File: src/zfm_pkg.sv
// package for the zero flag and modulator control block
// assumes a single 100 MHz core clock domain
package zfm_pkg;
  localparam int CLK_PERIOD_NS = 10;
  // silence run length in samples before a flag rises
  localparam int ZERO_RUN_SAMPLES = 1024;
  localparam int SAMPLE_W = 24;
  localparam int MOD_LEVELS = 8;
  localparam int MOD_ORDER = 4;
  localparam int OSR_BASE = 64;
  localparam int OSR_DOUBLE = 128;
  localparam int SCK_RATIO_MIN = 256;
  localparam logic RST_POLARITY = 1'b0;
  localparam logic RST_MERGE = 1'b0;
  // error feedback keeps a few guard bits above the sample width
  localparam int ACC_W = SAMPLE_W + 8;
  localparam logic [2:0] CODE_MAX = 3'h7;
  // mid code, the output level for a zero input
  localparam logic [2:0] CODE_MID = 3'h4;
endpackage : zfm_pkg
File: src/zfm_ctrl.sv
// zero flag routing and multilevel noise-shaping modulator
// assumes samples and select bits synchronous to core_clk
// How it works
// RQ1: polarity bit inverts flag pin level
// RQ2: reset clears both select bits
// RQ3: unmerged: pin one right, pin two left
// RQ4: merged: pin one common, pin two idle
// RQ5: eight-level quantizer, fourth-order noise shaping
// RQ6: default oversampling is sixty-four times
// RQ7: double bit with fast clock gives 128
// RQ8: flag after zero run, clear nonzero
`timescale 1ns/1ps
`default_nettype none
module zfm_ctrl
  import zfm_pkg::*;
#(
  parameter int RUN_LEN = ZERO_RUN_SAMPLES
) (
  // clock and reset
  input wire logic core_clk,
  input wire logic rst,
  // select bits from the control port
  input wire logic flag_polarity_select,
  input wire logic flag_merge_select,
  input wire logic select_load,
  input wire logic oversample_double,
  input wire logic [10:0] sck_ratio,
  // audio samples, one-cycle strobes
  input wire logic sample_valid,
  input wire logic [SAMPLE_W-1:0] left_sample,
  input wire logic [SAMPLE_W-1:0] right_sample,
  // oversampled data feed, one strobe per modulator step
  input wire logic mod_step,
  input wire logic signed [SAMPLE_W-1:0] mod_in,
  // flag pins
  output logic flag_pin1,
  output logic flag_pin2,
  output logic flag_pin2_oe,
  // modulator output
  output logic [2:0] mod_code,
  output logic [7:0] osr_factor
);

  // ------------------------------------------------------------
  // select bits
  // ------------------------------------------------------------
  logic polarity;
  logic merge;
  always_ff @(posedge core_clk or posedge rst) begin
    if (rst) begin
      polarity <= RST_POLARITY; // [RQ2]
      merge <= RST_MERGE; // [RQ2]
    end else if (select_load) begin
      polarity <= flag_polarity_select;
      merge <= flag_merge_select;
    end
  end

  // ------------------------------------------------------------
  // silence detection
  // ------------------------------------------------------------
  localparam int CNT_W = $clog2(RUN_LEN + 1);
  localparam logic [CNT_W-1:0] RUN_TOP = CNT_W'(RUN_LEN);
  logic [CNT_W-1:0] left_run;
  logic [CNT_W-1:0] right_run;
  logic left_silence_flag;
  logic right_silence_flag;

  function automatic logic [CNT_W-1:0] run_next(
    input logic [CNT_W-1:0] run, input logic is_zero);
    if (!is_zero) begin
      run_next = '0;
    end else if (run == RUN_TOP) begin
      run_next = run;
    end else begin
      run_next = run + CNT_W'(1);
    end
  endfunction : run_next

  always_ff @(posedge core_clk or posedge rst) begin
    if (rst) begin
      left_run <= '0;
      right_run <= '0;
    end else if (sample_valid) begin
      left_run <= run_next(left_run, left_sample == '0); // [RQ8]
      right_run <= run_next(right_run, right_sample == '0); // [RQ8]
    end
  end
  assign left_silence_flag = (left_run == RUN_TOP);
  assign right_silence_flag = (right_run == RUN_TOP);

  // ------------------------------------------------------------
  // flag pins
  // ------------------------------------------------------------
  logic common_silence_flag;
  assign common_silence_flag = left_silence_flag & right_silence_flag;
  always_ff @(posedge core_clk or posedge rst) begin
    if (rst) begin
      flag_pin1 <= 1'b0;
      flag_pin2 <= 1'b0;
      flag_pin2_oe <= 1'b1;
    end else if (merge) begin
      flag_pin1 <= common_silence_flag ^ polarity; // [RQ4] [RQ1]
      flag_pin2 <= 1'b0; // [RQ4]
      flag_pin2_oe <= 1'b0;
    end else begin
      flag_pin1 <= right_silence_flag ^ polarity; // [RQ3] [RQ1]
      flag_pin2 <= left_silence_flag ^ polarity; // [RQ3] [RQ1]
      flag_pin2_oe <= 1'b1;
    end
  end

  // ------------------------------------------------------------
  // oversampling rate
  // ------------------------------------------------------------
  always_ff @(posedge core_clk or posedge rst) begin
    if (rst) begin
      osr_factor <= 8'(OSR_BASE);
    end else if (oversample_double && sck_ratio >= 11'(SCK_RATIO_MIN)) begin
      osr_factor <= 8'(OSR_DOUBLE); // [RQ7]
    end else begin
      osr_factor <= 8'(OSR_BASE); // [RQ6]
    end
  end

  // ------------------------------------------------------------
  // modulator: chain of four integrators, 8-level quantizer
  // ------------------------------------------------------------
  // simple cascade of integrators with feedback; stability for
  // near full-scale input depends on upstream headroom
  logic signed [ACC_W-1:0] integ [MOD_ORDER];
  logic signed [ACC_W-1:0] fb;
  logic [2:0] next_code;

  function automatic logic [2:0] quantize(input logic signed [ACC_W-1:0] v);
    logic signed [ACC_W-1:0] lvl;
    lvl = (v >>> (SAMPLE_W - 3)) + ACC_W'(signed'(4));
    if (lvl < 0) begin
      quantize = 3'h0;
    // widen first: a 3-bit seven taken as signed would be minus one
    end else if (lvl > $signed(ACC_W'(CODE_MAX))) begin
      quantize = CODE_MAX;
    end else begin
      quantize = lvl[2:0];
    end
  endfunction : quantize

  assign next_code = quantize(integ[MOD_ORDER-1]); // [RQ5]
  assign fb = (ACC_W'(signed'({1'b0, mod_code})) - ACC_W'(signed'(4)))
              <<< (SAMPLE_W - 3);

  always_ff @(posedge core_clk or posedge rst) begin
    if (rst) begin
      for (int i = 0; i < MOD_ORDER; i++) begin
        integ[i] <= '0;
      end
      mod_code <= CODE_MID;
    end else if (mod_step) begin
      integ[0] <= integ[0] + ACC_W'(mod_in) - fb; // [RQ5]
      for (int i = 1; i < MOD_ORDER; i++) begin
        integ[i] <= integ[i] + integ[i-1] - fb; // [RQ5]
      end
      mod_code <= next_code;
    end
  end

  // ------------------------------------------------------------
  // checks
  // ------------------------------------------------------------
  pin2_idle_a: assert property ( // [RQ4]
    @(posedge core_clk) disable iff (rst)
    merge |=> !flag_pin2_oe && !flag_pin2)
    else $error("pin two driven while merged");
  pin1_common_a: assert property ( // [RQ4]
    @(posedge core_clk) disable iff (rst)
    merge |=> flag_pin1 == ($past(common_silence_flag) ^ $past(polarity)))
    else $error("pin one not common flag");
  pin2_driven_a: assert property ( // [RQ3]
    @(posedge core_clk) disable iff (rst)
    !merge |=> flag_pin2_oe)
    else $error("pin two released while independent");
  pin1_right_a: assert property ( // [RQ3]
    @(posedge core_clk) disable iff (rst)
    !merge |=> flag_pin1 == ($past(right_silence_flag) ^ $past(polarity)))
    else $error("pin one not right flag");
  pin2_left_a: assert property ( // [RQ3]
    @(posedge core_clk) disable iff (rst)
    !merge |=> flag_pin2 == ($past(left_silence_flag) ^ $past(polarity)))
    else $error("pin two not left flag");
  polarity_idle_a: assert property ( // [RQ1]
    @(posedge core_clk) disable iff (rst)
    (!left_silence_flag && !right_silence_flag && !merge) |=>
    flag_pin1 == $past(polarity))
    else $error("idle pin level wrong for polarity");
  flag_rise_a: assert property ( // [RQ8]
    @(posedge core_clk) disable iff (rst)
    (sample_valid && left_sample == '0 && left_run == RUN_TOP - CNT_W'(1))
    |=> left_silence_flag)
    else $error("left flag late after zero run");
  flag_clear_a: assert property ( // [RQ8]
    @(posedge core_clk) disable iff (rst)
    (sample_valid && left_sample != '0) |=> !left_silence_flag)
    else $error("left flag kept after nonzero sample");
  right_clear_a: assert property ( // [RQ8]
    @(posedge core_clk) disable iff (rst)
    (sample_valid && right_sample != '0) |=> !right_silence_flag)
    else $error("right flag kept after nonzero sample");
  osr_double_a: assert property ( // [RQ7]
    @(posedge core_clk) disable iff (rst)
    (oversample_double && sck_ratio >= 11'(SCK_RATIO_MIN)) |=>
    osr_factor == 8'(OSR_DOUBLE))
    else $error("oversampling not doubled");
  osr_base_a: assert property ( // [RQ6]
    @(posedge core_clk) disable iff (rst)
    !oversample_double |=> osr_factor == 8'(OSR_BASE))
    else $error("oversampling not 64");
  osr_slow_a: assert property ( // [RQ6]
    @(posedge core_clk) disable iff (rst)
    (sck_ratio < 11'(SCK_RATIO_MIN)) |=> osr_factor == 8'(OSR_BASE))
    else $error("oversampling raised on slow clock");
  code_hold_a: assert property ( // [RQ5]
    @(posedge core_clk) disable iff (rst)
    !mod_step |=> $stable(mod_code))
    else $error("code moved without step");
  code_step_a: assert property ( // [RQ5]
    @(posedge core_clk) disable iff (rst)
    mod_step |=> mod_code == $past(next_code))
    else $error("code not taken from quantizer");
  select_keep_a: assert property ( // [RQ2]
    @(posedge core_clk) disable iff (rst)
    !select_load |=> $stable(polarity) && $stable(merge))
    else $error("select bits changed without load");

endmodule : zfm_ctrl
`default_nettype wire

File: config.mk
export PLATFORM = sky130hd
export DESIGN_NAME = zfm_ctrl
export DESIGN_NICKNAME = d
export VERILOG_FILES = /design/src/zfm_pkg.sv /design/src/zfm_ctrl.sv
export SDC_FILE = /design/constraint.sdc
export NUM_CORES = 1
export LEC_CHECK = 0
export ABC_AREA = 1
export CORE_MARGIN = 3
export CORE_UTILIZATION = 50
export DETAILED_ROUTE_END_ITERATION = 7
export DONT_BUFFER_PORTS = 1
export HOLD_SLACK_MARGIN = 0.05
export PLACE_DENSITY = 0.68
export SLEW_MARGIN = 20
export SYNTH_ARGS = -nofsm -noshare
export SYNTH_HDL_FRONTEND = slang
export SYNTH_SLANG_ARGS = --single-unit
File: constraint.sdc
create_clock -name core_clk -period 6.02 [get_ports core_clk]
set_input_delay 1.204 -clock core_clk [delete_from_list [all_inputs] [get_ports core_clk]]
set_output_delay 1.204 -clock core_clk [all_outputs]
set_load 0.005 [all_outputs]
Yosys cells after proc, flatten, opt, wreduce, memory -nomap -nowiden --
Index checks and enable logic that the tools add are counted.
Cells by class: $add $sub $neg 12, order comparisons 3, equal/unequal tests 4, multiplexer cells 10, bitwise gates (word level) 4, reduce and logical (&&, ||, !) cells 5
Operators with widths (number):
- 32-bit by 25-bit subtractor with 32-bit output | 4
- 32-bit adder | 3
- 24-bit zero test | 2
- 11-bit 2-to-1 mux | 4
- 32-bit by 24-bit adder with 32-bit output | 1
- 11-bit by 1-bit adder with 11-bit output, second input constant | 2
- 11-bit == test, second input constant | 2
- 11-bit by 4-bit adder with 12-bit output, second input constant | 1
- 12-bit by 4-bit greater-than comparator with 1-bit output, second input constant | 1
- 12-bit by 1-bit less-than comparator with 1-bit output, second input constant | 1
- 11-bit by 9-bit greater-or-equal comparator with 1-bit output, second input constant | 1
- 8-bit 2-to-1 mux | 1
- 3-bit 2-to-1 mux | 2
- 2-bit != test, second input constant | 2
- 2-bit AND reduction | 2
- 3-bit by 3-bit subtractor with 4-bit output, second input constant | 1
- 1-bit 2-to-1 mux | 3
- 1-bit XOR | 3
- 1-bit AND | 1
- 1-bit logical AND | 1
Word-level totals: register bits 166

Longest topological paths before layout --
depth in word-level cells 4, mapped depth 15, depth with buffers taken out 15

Least setup slack after synthesis --
No wires, ideal clock.
path kind reg2reg, start point register mod_code[2], end point register integ[24] (netlist name), library setup time 118 ps, data arrival time 2903 ps, data required time 5902 ps, slack 2999 ps, stages on the path, launching flop included 12, path buffers 0, clock period less this slack 3021 ps, cells stage by stage dfstp_2 > fa_1 > ha_1 > nand2_1 > nor2_1 > nand2_1 > nor3_1 > nand2_1 > nand3_1 > nand2_1 > nand3_1 > nand2_1
On the way: cells in the longest elaborated chain, start to end 2
Ends and longest elaborated chain:
- from (decl) | line zfm_ctrl.sv:40 | output logic [2:0] mod_code,
- from (signal assigned) | line zfm_ctrl.sv:163 | mod_code <= next_code;
- 3-bit by 3-bit subtractor with 4-bit output | line zfm_ctrl.sv:149 | assign fb = (ACC_W'(signed'({1'b0, mod_code})) - ACC_W'(signed'(4)))
- 32-bit by 25-bit subtractor with 32-bit output | line zfm_ctrl.sv:161 | integ[i] <= integ[i] + integ[i-1] - fb;
- to (signal, indexed assignment) | line zfm_ctrl.sv:161
- to (decl) | line zfm_ctrl.sv:131 | logic signed [ACC_W-1:0] integ [MOD_ORDER];
Every way passes these cells. A chain may end at the register's enable or synchronous reset.

Final worst setup path --
start point register mod_code[2], end point register integ[126] (netlist name)
On the way: cells in the longest elaborated chain, start to end 2
Ends and longest elaborated chain:
- 3-bit by 3-bit subtractor with 4-bit output | line zfm_ctrl.sv:149
- 32-bit by 25-bit subtractor with 32-bit output | line zfm_ctrl.sv:159 | integ[0] <= integ[0] + ACC_W'(mod_in) - fb;
Every way passes these cells.

==> key figures <==
Synth
  – EDFF count, synth: 0
  – Mapped Area: 18960 um2
  – Synth Area in XOR/XNOR: 2.863%
  – Seq/Total Area, Yosys: 21.13%
  – Flops & latches, synth: 160
  – Top FF cell, synth: dfrtp_1
  – Top post-synthesis cells by area: nand2_1 (23%), dfrtp_1 (21%), inv_1 (16%), ha_1 (14%), nand3_1 (4.7%)
  – Compound-Gate Fraction of Synth Area: 5.271%
  – Unique cell type count in the Yosys netlist: 36
  – Leading area contributor after synthesis: nand2_1
  – Simple-gate share of the synthesized area: 35.46%
  – Fraction of registers with async set/reset: 100.0%
  – Synth Instances: 3169
  – Main combinational cell family by area after synthesis: simple AND/OR/NAND/NOR gates
  – Synth Area per Inst: 5.984 um2
  – Synth warnings: 0
  – Adder-cell share of the synthesized area: 18.14%
  – Synth top area share: 23.47%
  – Post-synthesis mux area share: 0%

Routing
  – Post-DRT Antenna Nets: 0
  – Drt drc: 0
  – DR pass1 iterations: 5
  – Routed WL per cell: 12.89 um
  – Post-Route WL: 47380 um
  – DR vias/cell: 4.859
  – Via count: 17.86k
  – Initial DRC count: 815

Layout
  – Commonest non-fill, non-tap cell in the layout: nand2_1
  – Final Net Count: 3502
  – Layout cells sized above 1: 2.491%
  – Layout area overhead: 5.793%
  – Most frequent cells in the layout: nand2_1 (1186), inv_1 (810), ha_1 (211)
  – Filler cell count: 3767
  – N_diodes: 0
  – Finished Layout Cells: 3676

Setup path
  – Crit path largest cell delay: 1060 ps
  – CP Depth: 12
  – Kind of critical path: flip-flop to flip-flop
  – CP Data Required Time: 6370 ps
  – Sequence of cells on the critical path: buf_4 -> fa_1 -> ha_1 -> nand2_1 -> nor2_1 -> nand2_1 -> nor2_1 -> nand2_1 -> nand2_1 -> nand2_1 -> nand3_1 -> nand2_1
  – CP Max Fanout: 21
  – Nature of the critical path endpoint: flip-flop
  – CP delay by family, top: flip-flops
  – Type of origin of the critical path: flip-flop
  – Slowest cell on crit path: dfstp_2
  – Bufs and invs on worst path: 1
  – Worst R2R Path Depth: 12
  – Critical Path AT: 3800 ps
  – Most frequent CP cell: nand2_1

Floorplanning
  – Chip width: 200.8 um
  – Rows: 70
  – DIE HEIGHT: 200.8 um
  – DIE AREA: 40300 um2
  – IO Pins: 105
  – Starting density of the core: 51.31%
  – Core area: 36960 um2

Place
  – RePlAce Congestion: 0.9314
  – IO Port Bufs: 0
  – Pre-CTS setup slack: 2529 ps
  – # placed instances: 3645
  – DP HPWL: 38840 um

Clocking
  – Post-CTS setup buffers: 0
  – H-tree levels: 4
  – Clock sinks: 160
  – CTS tree: built
  – Num CTS Buffers: 17
  – Clk_lat worst skew: 460 ps
  – Cts hold-fix bufs: 0
  – Worst-case clock buffer depth: 2
  – Post_cts resized: 0
  – Root Driver: clkbuf_16
  – Clock slew at reported path FFs: 70 ps

Timing
  – TNS Setup: 0 ps
  – Final Hold Violating Endpoints: 0
  – Fmax: 289.4 MHz
  – Slew @ Worst Pin: 873.7 ps
  – Fin crit share: 57.41%
  – Setup Viol. Count Final: 0
  – Slew HR: 41.75%
  – Worst Clk Skew: 13.48 ps
  – Fin. max-slew vios: 0
  – Worst setup margin: 2564 ps
  – Min Tclk post-route: 3456 ps
  – RSZ-0062 raised after global routing: no

GRT
  – Largest net degree at the start of global routing: 115
  – Initial antenna violation count: 0
  – Vias in the first global route: 16.95k
  – Grt ovf: 0
  – Global-route wire length before repair: 79030 um
  – Total GRT Usage: 23.86%

Hold path
  – Hold Path Stages: 1
  – Hold WC Path Type: flip-flop to flip-flop

Status
  – Status: finished clean

Run
  – Max-cap violations: 0
flip-flops by register name, indices dropped and copies added, names as in the netlist:
name and cells:
mod_code 3, flag_pin2_oe 1, flag_pin1 1, merge 1
polarity 1, integ 128, flag_pin2 1, right_run 11
osr_factor 2, left_run 11
layout make-up:
cell class              instances  area (um2)  area share (%)
multi-input cells            2164       11730           58.47
flip-flops and latches        160        4008           19.98
inverters                     813        3062           15.26
well taps                     504       630.6           3.143
clock buffers                  21       480.5           2.395
clock inverters                10       121.4          0.6049
repair buffers                  4       30.03          0.1497
worst paths after layout:
kind	from	to	slack, ps
max	mod_code[2]	integ[126]	2560
max in group asynchronous	rst	integ[45]	4190
min in group asynchronous	rst	left_run[3]	630
min	merge	flag_pin2_oe	410
min reg2reg	merge	flag_pin2_oe	410
max reg2reg	mod_code[2]	integ[126]	2560
through the flow:
step                hold slack, ps  utilization [%]  area [um2]
floorplan                    378.0                -       18980
global placement             393.0            52.65       19460
detailed placement           407.6            52.65       19460
CTS                          414.5            54.28       20060
global route                 431.1            54.28       20060
finish                       412.5            54.28       20060
cell usage after synthesis (13+ instances only):
cell,instances
a21oi_1,77
clkbuf_1,15
dfrtp_1,157
fa_1,40
ha_1,211
inv_1,812
nand2_1,1186
nand2_2,16
nand3_1,177
nand3_2,13
nand4_1,13
nor2_1,204
nor3_1,23
o21ai_0,47
o21ai_1,29
xnor2_1,46
xor2_1,16
worst register-to-register path, cell delays in order, from the launching register on:
cell and delay [ps]:
dfstp_2 1060, buf_4 470, fa_1 510, ha_1 400, nand2_1 130, nor2_1 250
nand2_1 120, nor2_1 100, nand2_1 70, nand2_1 70, nand2_1 40, nand3_1 80
nand2_1 60
layer usage:
layer	track usage [%]	vias up	share of wire, %
met2	41.77	348	47
li1	-	9392	-
met1	30.23	8032	46
met3	3.000	90	3.7
met4	8.657	0	3.5
met5	0	-	0
cells by family (layout without fill, tap and decap cells):
family | count (synthesis) | count (layout)
DFF | 160 | 160
xor gates and xnor gates | 62 | 62
and+or+nand+nor | 1659 | 1659
adders and majority gates | 251 | 251
buffers and inverters | 850 | 848
AOI/OAI and AO/OA | 186 | 186
other | 1 | 6
Power is left out: the tool's default activity adds up to more than one toggle a clock period on the data nets, which glitch-free logic cannot reach.
